`config.mk`:
```
export PLATFORM = sky130hd
export DESIGN_NAME = scd_regs
export DESIGN_NICKNAME = d
export VERILOG_FILES = /design/src/design/scd_pkg.sv /design/src/design/scd_regs.sv /design/src/design/scd_clock_detect.sv
export SDC_FILE = /design/constraint.sdc
export NUM_CORES = 1
export LEC_CHECK = 0
export BUFFER_PORTS_ARGS = -buffer_cell sky130_fd_sc_hd__buf_2
export CORE_UTILIZATION = 40
export DETAILED_ROUTE_END_ITERATION = 6
export PLACE_DENSITY_LB_ADDON = 0.05
export SLEW_MARGIN = 5
export SYNTH_ARGS = -nofsm -noshare
export SYNTH_HDL_FRONTEND = slang
export SYNTH_SLANG_ARGS = --single-unit
export TNS_END_PERCENT = 50
```
`constraint.sdc`:
```
create_clock -name mclk -period 6.05 [get_ports mclk]
set_input_delay 0.3025 -clock mclk [delete_from_list [all_inputs] [get_ports mclk]]
set_output_delay 0.3025 -clock mclk [all_outputs]
set_load 0.1 [all_outputs]
```
`src/design/scd_pkg.sv`:
```
// Function
// - local fine delay, 1.725 ps steps, modes 2/3/4/6
// - fine delays 0..192, reset to 192
// - digital fine delay, same modes, reset 0xC0
// - super-fine 0.25 ps, modes 010/110, reset zero
// - threshold field bits 4:3, codes 01/11, reset 01
// - clock status bit 0 read-only, resets zero
// - flag-reset bit 6 holds setup/hold flags clear
// - delay mode decode none/fine192+limit flag/fine192/fine+super
`default_nettype none
package scd_pkg;
  localparam int ADDR_W = 12;
  localparam int DATA_W = 8;
  // register offsets
  localparam logic [11:0] OFS_DELAY_MODE = 12'h110;
  localparam logic [11:0] OFS_LOCAL_FINE = 12'h112;
  localparam logic [11:0] OFS_DIG_SUPER = 12'h113;
  localparam logic [11:0] OFS_DIG_FINE = 12'h114;
  localparam logic [11:0] OFS_DETECT_CTRL = 12'h11A;
  localparam logic [11:0] OFS_CLK_STATUS = 12'h11B;
  localparam logic [11:0] OFS_STAB_ONE = 12'h11C;
  localparam logic [11:0] OFS_STAB_TWO = 12'h11E;
  localparam logic [11:0] OFS_SYNC_CTRL = 12'h120;
  localparam logic [11:0] OFS_IRQ_STATUS = 12'h130;
  localparam logic [11:0] OFS_IRQ_MASK = 12'h131;
  // reset values
  localparam logic [7:0] RST_FINE = 8'hC0;
  localparam logic [7:0] RST_SUPER = 8'h00;
  localparam logic [7:0] RST_DETECT = 8'h0E;
  localparam logic [7:0] RST_STAB = 8'h03;
  localparam logic [7:0] RST_ZERO = 8'h00;
  // limits
  localparam logic [7:0] FINE_MAX = 8'hC0;
  localparam logic [7:0] FINE_LIMITED_MAX = 8'h10;
  localparam logic [7:0] SUPER_MAX = 8'h80;
  // field positions
  localparam int THR_LO = 3;
  localparam int THR_HI = 4;
  localparam int STAT_BIT = 0;
  localparam int FLAG_RST_BIT = 6;
  localparam int STAB_ACTIVE_BIT = 1; // stabilizer enable bit
  localparam int STAB_POWER_BIT = 0; // stabilizer power-up bit
  // writable frame sync bits; 7, 5 and 0 always read zero
  localparam logic [7:0] SYNC_WR_MASK = 8'h5E;
  localparam int MODE_W = 3;
  localparam logic [1:0] THR_ONE = 2'h1;
  localparam logic [1:0] THR_TWO = 2'h3;
  // delay modes
  localparam logic [2:0] MODE_NONE = 3'h0;
  localparam logic [2:0] MODE_FINE_A = 3'h2;
  localparam logic [2:0] MODE_FINE_B = 3'h3;
  localparam logic [2:0] MODE_FINE_ALL = 3'h4;
  localparam logic [2:0] MODE_FINE_SUPER = 3'h6;
  // detector window: clock edges counted per window
  localparam int WIN_W = 8;
  localparam logic [7:0] WIN_LEN = 8'hFF;
  localparam logic [7:0] THR_ONE_EDGES = 8'h40;
  localparam logic [7:0] THR_TWO_EDGES = 8'h08;
  // interrupt status bits
  localparam int IRQ_W = 3;
  localparam int IRQ_CLK_UP = 0;
  localparam int IRQ_CLK_DOWN = 1;
  localparam int IRQ_SYNC_ERR = 2;
endpackage : scd_pkg
`default_nettype wire

```
`src/design/scd_regs.sv`:
```
// Local design decision: the address-and-strobe port.
`timescale 1ns/1ps
`default_nettype none
// register file for sample-clock delay, detection and stabilizer controls
module scd_regs
  import scd_pkg::*;
(
  // clock and reset
  input wire logic mclk,
  input wire logic rst,
  // register port
  input wire logic [ADDR_W-1:0] regAddr,
  input wire logic [DATA_W-1:0] regWdata,
  input wire logic regWr,
  input wire logic regRd,
  output logic [DATA_W-1:0] regRdata,
  // monitored input clock (asynchronous)
  input wire logic clkMonitor,
  // frame sync capture error events from the capture logic
  input wire logic syncSetupErr,
  input wire logic syncHoldErr,
  // applied delay controls
  output logic [DATA_W-1:0] localFineApplied,
  output logic [DATA_W-1:0] digitalFineApplied,
  output logic [DATA_W-1:0] digitalSuperApplied,
  output logic fineLimited,
  // stabilizer controls
  output logic stabilizerOneActive,
  output logic stabilizerOnePowered,
  output logic stabilizerTwoActive,
  output logic stabilizerTwoPowered,
  // frame sync flags
  output logic syncSetupFlag,
  output logic syncHoldFlag,
  output logic syncFlagsHeld,
  // status
  output logic clockPresent,
  output logic irq
);
  // stored registers
  logic [MODE_W-1:0] delayMode; // delay mode select
  logic [DATA_W-1:0] localClockFineDelay;
  logic [DATA_W-1:0] digitalClockSuperfineDelay;
  logic [DATA_W-1:0] digitalClockFineDelay;
  logic [DATA_W-1:0] clockDetectControl;
  logic [DATA_W-1:0] dutyStabilizerOneControl;
  logic [DATA_W-1:0] dutyStabilizerTwoControl;
  logic [DATA_W-1:0] frameSyncControlOne;
  logic [IRQ_W-1:0] irqStatus; // sticky events
  logic [IRQ_W-1:0] irqMask; // one enables
  // detector and helpers
  logic detPresent; // detector verdict
  logic detPrev; // previous verdict for edge events
  logic fineOn; // fine delay in use
  logic superOn; // super-fine in use
  logic limitOn; // drives fineLimited only; applied fine not clamped to 0..16
  logic [IRQ_W-1:0] irqEvent;
  logic [DATA_W-1:0] next_rdata;
  logic wrHit;

  // presence detector on the monitor input
  scd_clock_detect u_detect (
    .mclk(mclk),
    .rst(rst),
    .clkIn(clkMonitor),
    .thrSel(clockDetectControl[THR_HI:THR_LO]),
    .present(detPresent)
  );

  assign wrHit = regWr;

  // mode decode
  always_comb begin
    fineOn = 1'b0;
    superOn = 1'b0;
    limitOn = 1'b0;
    case (delayMode)
      MODE_NONE: begin
        fineOn = 1'b0; // no delay
      end
      MODE_FINE_A, MODE_FINE_B: begin
        fineOn = 1'b1;
        limitOn = 1'b1;
      end
      MODE_FINE_ALL: begin
        fineOn = 1'b1; // all steps valid
      end
      MODE_FINE_SUPER: begin
        fineOn = 1'b1;
        superOn = 1'b1;
      end
      default: begin
        fineOn = 1'b0; // reserved codes apply nothing
      end
    endcase
    // super-fine is also honoured in mode 010
    if (delayMode == MODE_FINE_A) begin
      superOn = 1'b1;
    end
  end

  // delay mode and fine/super-fine delay registers
  always_ff @(posedge mclk) begin
    if (rst) begin
      delayMode <= MODE_NONE;
      localClockFineDelay <= RST_FINE;
      digitalClockSuperfineDelay <= RST_SUPER;
      digitalClockFineDelay <= RST_FINE;
    end else if (wrHit) begin
      case (regAddr)
        OFS_DELAY_MODE: delayMode <= regWdata[MODE_W-1:0];
        OFS_LOCAL_FINE: localClockFineDelay <= regWdata;
        OFS_DIG_SUPER: digitalClockSuperfineDelay <= regWdata;
        OFS_DIG_FINE: digitalClockFineDelay <= regWdata;
        default: begin
          // other offsets handled elsewhere
        end
      endcase
    end
  end

  // detection and stabilizer controls
  always_ff @(posedge mclk) begin
    if (rst) begin
      clockDetectControl <= RST_DETECT; // threshold code 01
      dutyStabilizerOneControl <= RST_STAB;
      dutyStabilizerTwoControl <= RST_STAB;
      frameSyncControlOne <= RST_ZERO;
    end else if (wrHit) begin
      case (regAddr)
        OFS_DETECT_CTRL: clockDetectControl <= regWdata;
        OFS_STAB_ONE: dutyStabilizerOneControl <= regWdata;
        OFS_STAB_TWO: dutyStabilizerTwoControl <= regWdata;
        // bits 7, 5 and 0 are read-only zero
        OFS_SYNC_CTRL: frameSyncControlOne <= regWdata & SYNC_WR_MASK;
        default: begin
          // status offset ignores writes
        end
      endcase
    end
  end

  // applied delays; zero when the mode leaves the path unused
  always_ff @(posedge mclk) begin
    if (rst) begin
      localFineApplied <= RST_ZERO;
      digitalFineApplied <= RST_ZERO;
      digitalSuperApplied <= RST_ZERO;
      fineLimited <= 1'b0;
    end else begin
      // fine values above 192 and super-fine values above 128 are saturated rather than trusted
      localFineApplied <= !fineOn ? RST_ZERO :
        (localClockFineDelay > FINE_MAX ? FINE_MAX
         : localClockFineDelay);
      digitalFineApplied <= !fineOn ? RST_ZERO :
        (digitalClockFineDelay > FINE_MAX ? FINE_MAX
         : digitalClockFineDelay);
      digitalSuperApplied <= !superOn ? RST_ZERO :
        (digitalClockSuperfineDelay > SUPER_MAX ? SUPER_MAX
         : digitalClockSuperfineDelay);
      fineLimited <= limitOn;
    end
  end

  // stabilizer outputs follow their control bits
  always_ff @(posedge mclk) begin
    if (rst) begin
      stabilizerOneActive <= 1'b1;
      stabilizerOnePowered <= 1'b1;
      stabilizerTwoActive <= 1'b1;
      stabilizerTwoPowered <= 1'b1;
    end else begin
      stabilizerOneActive <= dutyStabilizerOneControl[STAB_ACTIVE_BIT];
      stabilizerOnePowered <= dutyStabilizerOneControl[STAB_POWER_BIT];
      stabilizerTwoActive <= dutyStabilizerTwoControl[STAB_ACTIVE_BIT];
      stabilizerTwoPowered <= dutyStabilizerTwoControl[STAB_POWER_BIT];
    end
  end

  // clock status, resets to not detected
  always_ff @(posedge mclk) begin
    if (rst) begin
      clockPresent <= 1'b0;
      detPrev <= 1'b0;
    end else begin
      clockPresent <= detPresent;
      detPrev <= detPresent;
    end
  end

  // frame sync setup/hold flags; held clear while reset bit is one
  always_ff @(posedge mclk) begin
    if (rst) begin
      syncSetupFlag <= 1'b0;
      syncHoldFlag <= 1'b0;
      syncFlagsHeld <= 1'b0;
    end else begin
      syncFlagsHeld <= frameSyncControlOne[FLAG_RST_BIT];
      if (frameSyncControlOne[FLAG_RST_BIT]) begin
        syncSetupFlag <= 1'b0;
        syncHoldFlag <= 1'b0;
      end else begin
        if (syncSetupErr) syncSetupFlag <= 1'b1;
        if (syncHoldErr) syncHoldFlag <= 1'b1;
      end
    end
  end

  // interrupt events
  always_comb begin
    irqEvent = '0;
    irqEvent[IRQ_CLK_UP] = detPresent && !detPrev;
    irqEvent[IRQ_CLK_DOWN] = !detPresent && detPrev;
    irqEvent[IRQ_SYNC_ERR] = (syncSetupErr || syncHoldErr) &&
      !frameSyncControlOne[FLAG_RST_BIT];
  end

  // sticky status, write one to clear; a new event wins over the clear
  always_ff @(posedge mclk) begin
    if (rst) begin
      irqStatus <= '0;
      irqMask <= '0;
    end else begin
      if (wrHit && regAddr == OFS_IRQ_MASK) begin
        irqMask <= regWdata[IRQ_W-1:0];
      end
      if (wrHit && regAddr == OFS_IRQ_STATUS) begin
        irqStatus <= (irqStatus & ~regWdata[IRQ_W-1:0]) | irqEvent;
      end else begin
        irqStatus <= irqStatus | irqEvent;
      end
    end
  end

  // interrupt line level
  always_ff @(posedge mclk) begin
    if (rst) begin
      irq <= 1'b0;
    end else begin
      irq <= |(irqStatus & irqMask);
    end
  end

  // read mux; unmapped offsets read zero
  always_comb begin
    next_rdata = RST_ZERO;
    case (regAddr)
      OFS_DELAY_MODE: next_rdata = {5'h00, delayMode};
      OFS_LOCAL_FINE: next_rdata = localClockFineDelay;
      OFS_DIG_SUPER: next_rdata = digitalClockSuperfineDelay;
      OFS_DIG_FINE: next_rdata = digitalClockFineDelay;
      OFS_DETECT_CTRL: next_rdata = clockDetectControl;
      OFS_CLK_STATUS: next_rdata[STAT_BIT] = clockPresent;
      OFS_STAB_ONE: next_rdata = dutyStabilizerOneControl;
      OFS_STAB_TWO: next_rdata = dutyStabilizerTwoControl;
      OFS_SYNC_CTRL: next_rdata = frameSyncControlOne;
      OFS_IRQ_STATUS: next_rdata = {5'h00, irqStatus};
      OFS_IRQ_MASK: next_rdata = {5'h00, irqMask};
      default: next_rdata = RST_ZERO;
    endcase
  end

  // read data valid in the cycle after the strobe only
  always_ff @(posedge mclk) begin
    if (rst) begin
      regRdata <= RST_ZERO;
    end else if (regRd) begin
      regRdata <= next_rdata;
    end else begin
      regRdata <= RST_ZERO;
    end
  end
endmodule : scd_regs
`default_nettype wire

```
`src/design/scd_clock_detect.sv`:
```
`timescale 1ns/1ps
`default_nettype none
// counts sampled clock edges per window; present if count meets threshold
module scd_clock_detect
  import scd_pkg::*;
(
  // clock and reset
  input wire logic mclk,
  input wire logic rst,
  // sampled monitor clock and threshold code
  input wire logic clkIn,
  input wire logic [1:0] thrSel,
  // result
  output logic present
);
  logic [2:0] sync; // three-stage synchroniser
  logic prevLvl; // last settled level
  logic [WIN_W-1:0] winCnt; // window position
  logic [WIN_W-1:0] edgeCnt; // edges this window
  logic [WIN_W-1:0] need; // edges needed
  logic edgeSeen;

  // second and third stages agree before a change counts
  assign edgeSeen = (sync[2] == sync[1]) && (sync[2] != prevLvl);
  // code 11 selects the low-rate threshold, else threshold one
  assign need = (thrSel == THR_TWO) ? THR_TWO_EDGES : THR_ONE_EDGES;

  // synchroniser chain
  always_ff @(posedge mclk) begin
    if (rst) begin
      sync <= 3'h0;
    end else begin
      sync <= {sync[1:0], clkIn};
    end
  end

  // settled level tracker
  always_ff @(posedge mclk) begin
    if (rst) begin
      prevLvl <= 1'b0;
    end else if (sync[2] == sync[1]) begin
      prevLvl <= sync[2];
    end
  end

  // window and edge counters, verdict at window end
  always_ff @(posedge mclk) begin
    if (rst) begin
      winCnt <= '0;
      edgeCnt <= '0;
      present <= 1'b0;
    end else if (winCnt == WIN_LEN) begin
      winCnt <= '0;
      edgeCnt <= '0;
      present <= (edgeCnt >= need);
    end else begin
      winCnt <= winCnt + 1'b1;
      if (edgeSeen && edgeCnt != WIN_LEN) begin
        edgeCnt <= edgeCnt + 1'b1;
      end
    end
  end
endmodule : scd_clock_detect
`default_nettype wire

```
Word-level counts from Yosys, hierarchy flattened
Index checks and enable logic that the tools add are counted.
- add/subtract/negate cells: 2
- magnitude comparators: 4
- eq/ne operators: 20
- mux-type cells: 11
- bitwise logic cells: 8
- reductions and logical operators: 30
- operators by type and width (cell ; count):
    $eq 12x9->1 const B ; 11
    $pmux 7 s10 ; 1
    $gt 8x8->1 const B ; 3
    $mux 8 ; 3
    $add 8x1->8 const B ; 2
    $reduce_and 2->1 ; 8
    $reduce_or 2->1 ; 6
    $reduce_or 3->1 ; 4
    $pmux 1 s10 ; 1
    $eq 8x8->1 const B ; 1
    $ge 8x8->1 ; 1
    $ne 8x8->1 const B ; 1
    $logic_and 1x1->1 ; 7
    $mux 7 ; 1
    $and 3x3->3 ; 2
    $eq 3x2->1 const B ; 2
    $eq 3x3->1 const B ; 2
    $or 3x3->3 ; 2
    $mux 1 ; 4
    $reduce_or 4->1 ; 1
    $logic_not 1->1 ; 3
    $mux 3 ; 1
    $not 1->1 ; 3
    $not 3->3 ; 1
    other kinds (4) ; 4
- register bits: 125
- input bits: 27

Longest topological paths before layout
Gate-level depths: netlist of the first run.
- depth after elaboration: 5
- gate-level depth with buffers: 7
- gate-level depth less buffers: 6

By module
Synthesis of the first run repeated with hierarchy kept, for this count alone.
- cells, all modules: 537
- area total of the unflattened synthesis: 5210.0 um2
- by module, submodules not included (module ; times used ; cells each ; area each (um2) ; seq. area each (um2)):
    scd_regs ; 1 ; 437 ; 4247.8 ; 2082.0
    scd_clock_detect ; 1 ; 100 ; 962.2 ; 420.4

Least setup slack after synthesis of the first run
OpenSTA, ideal clock, no wires.
- path kind: input port to flip-flop
- from: input regAddr[9]
- to: register dutyStabilizerOneControl[2]
- setup time: 128 ps
- data arrival time: 2050 ps
- required time: 5922 ps
- setup slack: 3873 ps
- cell stages on the path: 7
- path through: or4b_4 or2_1 buf_6 or4_4 buf_6 mux2i_1 nor2_1
- word-level cells in the longest chain between the ends: 2
- ends and longest elaborated chain (what ; RTL line ; RTL):
    from (decl) ; scd_regs.sv:12 ; input wire logic [ADDR_W-1:0] regAddr,
    $eq 12x9->1 ; scd_regs.sv:130 ; case (regAddr)
    $reduce_and 2->1 (no line) ; -- ;
    to (signal assigned) ; scd_regs.sv:132 ; OFS_STAB_ONE: dutyStabilizerOneControl <= regWdata;
    to (decl) ; scd_regs.sv:46 ; logic [DATA_W-1:0] dutyStabilizerOneControl;
Every way passes these cells.
A chain may end at the register's enable or synchronous reset.

Worst setup path in the final report of the first run
- from: input regAddr[5]
- to: register digitalClockFineDelay[1]
- word-level cells in the longest chain between the ends: 2
- ends and longest elaborated chain (what ; RTL line ; RTL):
    $eq 12x9->1 ; scd_regs.sv:110 ; case (regAddr)
    $reduce_and 2->1 (no line) ; -- ;
    to (signal assigned) ; scd_regs.sv:114 ; OFS_DIG_FINE: digitalClockFineDelay <= regWdata;
    to (decl) ; scd_regs.sv:44 ; logic [DATA_W-1:0] digitalClockFineDelay;
Every way passes these cells.

==> metrics, run 1 <==
first-pass GRT wire length 20500 um; VDD IR max 181 uV; Via density 5.18; top post-synthesis cells by area dfxtp_1, mux2i_1, nor2_1; Max Clock Freq 405 MHz; wirelength, routed 12900 um; startpoint types input port; CP max stage delay 0.99 ns; Post-synth top flop dfxtp_1; DRC violations left 0; sequential element share of the synthesized area 0.489; Seq pwr share 0.446; Post-CTS Resized 0; P_sw 0.407 mW; die area 0.0133 mm2; total grt overflow 0; I/O pins 69; IO buf count 68; syn nets 586; combinational power share 0.041; Final Setup Violations 0; RSZ-0062 raised after global routing no; largest net degree at the start of global routing 69; #FFs+latches synth 125; Inserted Clock Buffers 17; clk root buf clkbuf_16; routed len/inst 16.2 um; Initial Util 0.418; Pre-Repair DR Iteration Count 5; Adder-Cell Fraction of Synth Area 0.0122; Gate Count Post-Synth 554; path type of the worst setup path input port to register; largest family of logic cells by synthesized area simple AND/OR/NAND/NOR gates; fraction of layout cells with a size suffix above 1 0.182; std cell rows 40; Post-CTS Setup Bufs 0; slew margin rel. 0.217; All-Layer GR Usage 0.210; initial antenna violation count 0; Synth top area share 0.489; final worst path period share 0.408; WP data arrival 2.74 ns; Post-synth EDFFs 0; Area Growth Syn to Fin 19.6%; clk buf depth 2; clock sinks 125; Setup TNS 0 ns; Synth top cells by count dfxtp_1, nor2_1, mux2i_1, nand2_1, a21oi_1; nets 644; Pint 1.46 mW; Core Area 0.0123 mm2; CP cell instances buf_2 -> or4b_4 -> or2_1 -> nor4_2 -> mux2i_1 -> nor2_1; height of the chip 115 um; Clock Skew 0.00594 ns; diode count 0; P_leak 2.58 nW; mux cell area share after synthesis 0.111; post-synthesis simple-gate area fraction 0.231; Worst path slowest cell nor4_2; Avg Synthesized Cell Area 9.24 um2; Hold Fails Final Rpt 0; Starting DRT DRC Count 247; top-count cell post-synth dfxtp_1; crit path capture type register; chip width 115 um; Critical Path RT 6.32 ns; global placement routability congestion 0.884; leading area contributor after synthesis dfxtp_1; status finished, final reports clean; Fill cells 1181; clk_lat worst skew 0.41 ns; worst-margin pin slew 1.16 ns; Post-synth ARST share 0; Tot Pwr 1.86 mW; complex-gate fraction of the synthesized area 0.0973; worst min path class input port to register; hpwl dp 8880 um; Post-Synth XOR/XNOR Area 0.0222; antenna viol nets, final 0; Max-Cap Viols 0; CTS tree yes; Max Slew Vio Count 0; crit path time final 2.47 ns; setup ws final 3.58 ns; Synth cell types 56; synthesized cell area 0.00512 mm2; vias in the first global route 3848; Worst-path clk slew 0.05 ns; hold_buf cts 0; YS warnings 0; cell area power density 304 mW/mm2; Crit Path Max Fanout 17; H-tree levels 4; DR vias 4107; clock power share 0.514; sw frac 0.219; dpl ws 3.15 ns; Worst Hold Slack 0.104 ns
-- placed cells by master, fill, tap and decap left out, types with 3 or more instances in the layout --
cell type and instances:
a211o_1 4, a211oi_1 3, a21oi_1 31, a22oi_1 5
a31oi_1 7, and2_1 13, and3_1 14, and4_1 3
buf_2 68, buf_4 4, clkbuf_1 6, clkbuf_16 17
clkbuf_8 4, dfxtp_1 125, ha_1 5, inv_1 13
mux2_2 6, mux2i_1 50, nand2_1 34, nand2b_1 3
nand3_1 29, nand4_1 5, nor2_1 73, nor2b_1 12
nor3_1 20, o211ai_1 3, o21ai_0 13, or4_1 4
xnor2_1 10, xor2_1 3
-- per-stage QoR --
step,instances,area (um2),util
after floorplan,554,5120,-
after global placement,761,5560,0.454
after detailed placement,761,5560,0.454
after CTS,793,6120,0.499
after global routing,793,6120,0.499
final,793,6120,0.499
-- layer usage --
metal  wire length [um]  track usage  up-vias
met5                  0            0        -
met4                171       0.0701        0
met3                773       0.0680       12
met2               6090        0.331      114
met1               5840        0.270     1916
li1                   -            -     2065
-- power by group through the flow --
stage | clock network, mW | logic [mW] | registers (mW)
after floorplan | 0 | 0.0388 | 0.854
final | 0.958 | 0.0757 | 0.830
after global routing | 1.02 | 0.0824 | 0.830
after global placement | 0 | 0.0752 | 0.848
after CTS | 0.972 | 0.0758 | 0.830
after detailed placement | 0 | 0.0757 | 0.848
-- cell families (layout without fill, tap and decap cells) --
kind of cell,after synthesis,in the layout
flops,125,125
simple gates,229,229
mux,56,56
compound gates,80,80
xor+xnor,13,13
fa+ha+maj,5,5
buf+inv,46,117
-- final timing paths --
kind                                       start  cells after the start                                    end  slack (ns)
max                                   regAddr[5]                      6  digitalClockFineDelay[1]$_SDFFE_PP0P_        3.58
min                                   clkMonitor                      2            u_detect.sync[0]$_SDFF_PP0_        0.10
max reg2reg  localClockFineDelay[0]$_SDFFE_PP0P_                      3         localFineApplied[3]$_SDFF_PP0_        4.23
min reg2reg        u_detect.winCnt[0]$_SDFF_PP0_                      1          u_detect.winCnt[0]$_SDFF_PP0_        0.44
-- worst max-delay path, delay by kind of cell --
family                 cells  cell delay [ns]
and+or+nand+nor            4             1.96
muxes                      1             0.27
buffers and inverters      1             0.19
-- layout make-up --
type	count	area (um2)	share of cell area
multi-input cells	383	2430	0.397
flip-flops and latches	125	2500	0.409
clock buffers	27	503	0.0821
well taps	168	210	0.0343
inverters	13	48.8	0.00797
clock inverters	5	56.3	0.00919
repair buffers	72	370	0.0605
(Power assumes the default switching activity.)
==> run 2, diff against run 1 <==
--- a/config.mk
+++ b/config.mk
@@ -5,6 +5,7 @@
 export SDC_FILE = /design/constraint.sdc
 export NUM_CORES = 1
 export LEC_CHECK = 0
+export ABC_AREA = 1
 export BUFFER_PORTS_ARGS = -buffer_cell sky130_fd_sc_hd__buf_2
 export CORE_UTILIZATION = 40
 export DETAILED_ROUTE_END_ITERATION = 6
==> constraint.sdc (replaced) <==
create_clock -name mclk -period 2.58 [get_ports mclk]
set_input_delay 0.129 -clock mclk [delete_from_list [all_inputs] [get_ports mclk]]
set_output_delay 0.129 -clock mclk [all_outputs]
set_load 0.1 [all_outputs]
==> run 2 against run 1 <==
  * Via count grew 16%
  * Worst hold slack lost 0.071 ns
  * Area after synthesis grew 6.2%
  * Clock skew grew 0.0012 ns
  * Sequential power grew 130%
  * Power grew 140%
  * Flip-flop and latch count is the same
  * Synthesized cell count grew 28%
  * Largest cell class unchanged
==> metrics, run 2 <==
reg2reg setup slack 0.93 ns; Worst path slowest cell dfxtp_1; H-tree levels 4; height of the chip 119 um; clock sinks 125; post-placement cell area 0.00589 mm2; routed len/inst 14.8 um; Adder-Cell Fraction of Synth Area 0.0115; DRC violations left 0; grt peak-use layer met2; P_leak 2.93 nW; GR Util met3 0.0589; Max Clock Freq 606 MHz; worst min path class input port to register; Initial Util 0.411; global placement routability congestion 0.884; Gate Count Post-Synth 707; total grt overflow 0; Post-synth ARST share 0; I/O pins 69; nets 813; top post-synthesis cells by area dfxtp_1, inv_1, nand2_1; die area 0.0141 mm2; fin area 0.00649 mm2; CP max stage delay 0.37 ns; Synth cell types 39; Worst-path clk slew 0.06 ns; Starting DRT DRC Count 306; clk root buf clkbuf_16; YS warnings 0; VDD IR max 391 uV; Post-Synth XOR/XNOR Area 0.00966; CTS tree yes; clk buf depth 2; fraction of layout cells with a size suffix above 1 0.199; RSZ-0062 raised after global routing no; DR vias 4777; synthesized cell area 0.00544 mm2; Area Growth Syn to Fin 19.3%; cell area power density 676 mW/mm2; Synth top cells by count dfxtp_1, inv_1, nand2_1, nor2_1; Post-CTS Resized 0; Avg Synthesized Cell Area 7.69 um2; IO buf count 68; most frequent cells in the layout dfxtp_1, inv_1, nand2_1, nor2_1, buf_2; mux cell area share after synthesis 0; Worst Hold Slack 0.0330 ns; sequential element share of the synthesized area 0.460; top-count cell post-synth dfxtp_1; antenna viol nets, final 0; std cell rows 42; WP data arrival 2.01 ns; Tot Pwr 4.39 mW; crit path capture type register; vias in the first global route 4584; Inserted Clock Buffers 17; #FFs+latches synth 125; CP cell instances ha_1 -> inv_1 -> nor3_1 -> nand4_1 -> nand2_1 -> inv_1 -> nand3_1 -> nand2_1 -> nor2_1; Core Area 0.0132 mm2; initial antenna violation count 0; leading area contributor after synthesis dfxtp_1; slew margin rel. 0.429; largest net degree at the start of global routing 67; startpoint types register; Pre-Repair DR Iteration Count 4; Hold Fails Final Rpt 0; first-pass GRT wire length 23300 um; worst-margin pin slew 0.849 ns; grt met2 use 0.352; final worst path period share 0.640; hpwl dp 10800 um; status finished, final reports clean; Critical Path RT 2.94 ns; wirelength, routed 14400 um; Final Setup Violations 0; Crit Path Max Fanout 11; Clock Skew 0.00719 ns; clk_lat worst skew 0.42 ns; Synth top area share 0.460; Post-synth top flop dfxtp_1; largest family of logic cells by synthesized area simple AND/OR/NAND/NOR gates; post-synthesis simple-gate area fraction 0.271; commonest non-fill, non-tap cell in the layout dfxtp_1; Setup TNS 0 ns; All-Layer GR Usage 0.217; complex-gate fraction of the synthesized area 0.145; diode count 0; path type of the worst setup path register to register; chip width 119 um; syn nets 739; crit path time final 1.65 ns; Max-Cap Viols 0; Post-synth EDFFs 0; Max Slew Vio Count 0; Via density 4.92; met1 Usage GRT 0.273
run 2: layout make-up:
class / count / area (um2)
clock buffer: 22 / 474
clock inverter: 10 / 88.8
fill: 1372 / 6760
inverter: 107 / 405
multi-input combinational: 454 / 2370
sequential: 125 / 2500
tap: 176 / 220
timing repair buffer: 76 / 420
run 2: repair_timing:
item,4_1_cts,5_1_grt
setup buffers,0,0
hold buffers,3,0
hold endpoints to repair,3,0
run 2: cell families after synthesis:
group,Yosys count
buffers and inverters,128
xor gates and xnor gates,6
adders and majority gates,5
DFF,125
and+or+nand+nor,302
AOI/OAI and AO/OA,141
run 2: final timing paths:
kind                            depth (start not counted)                             start                               end
worst max register to register                          9  u_detect.edgeCnt[0]$_SDFFE_PP0P_  u_detect.edgeCnt[2]$_SDFFE_PP0P_
worst min register to register                          2       u_detect.sync[0]$_SDFF_PP0_       u_detect.sync[1]$_SDFF_PP0_
worst max-delay path                                    9  u_detect.edgeCnt[0]$_SDFFE_PP0P_  u_detect.edgeCnt[2]$_SDFFE_PP0P_
worst min-delay path                                    3                             regRd            regRdata[5]$_SDFF_PP0_
run 2: metrics by stage:
| stage | setup slack [ns] | instances | util |
|---|---|---|---|
| finish | 0.929 | 970 | 0.490 |
| global route | 0.623 | 970 | 0.490 |
| CTS | 0.877 | 970 | 0.490 |
| detailed placement | 0.824 | 935 | 0.445 |
| global placement | 0.838 | 935 | 0.445 |
| floorplan | 1.14 | 707 | - |
run 2: power by group:
group | switching (mW) | internal, mW
clock | 0.861 | 1.40
sequential | 0.00516 | 1.94
combinational | 0.134 | 0.0488
run 2: critical path: cells and delay by family (launching register included):
family / cells / cell delay [ns]
adder cells (fa/ha/maj): 1 / 0.18
flip-flops: 1 / 0.37
AND/OR/NAND/NOR: 6 / 0.81
buffers and inverters: 2 / 0.24
run 2: metal layers:
layer  share of wire  vias to the layer above
met4           0.021                        0
li1                -                     2430
met3           0.050                       21
met1            0.46                     2203
met5               0                        -
met2            0.47                      123
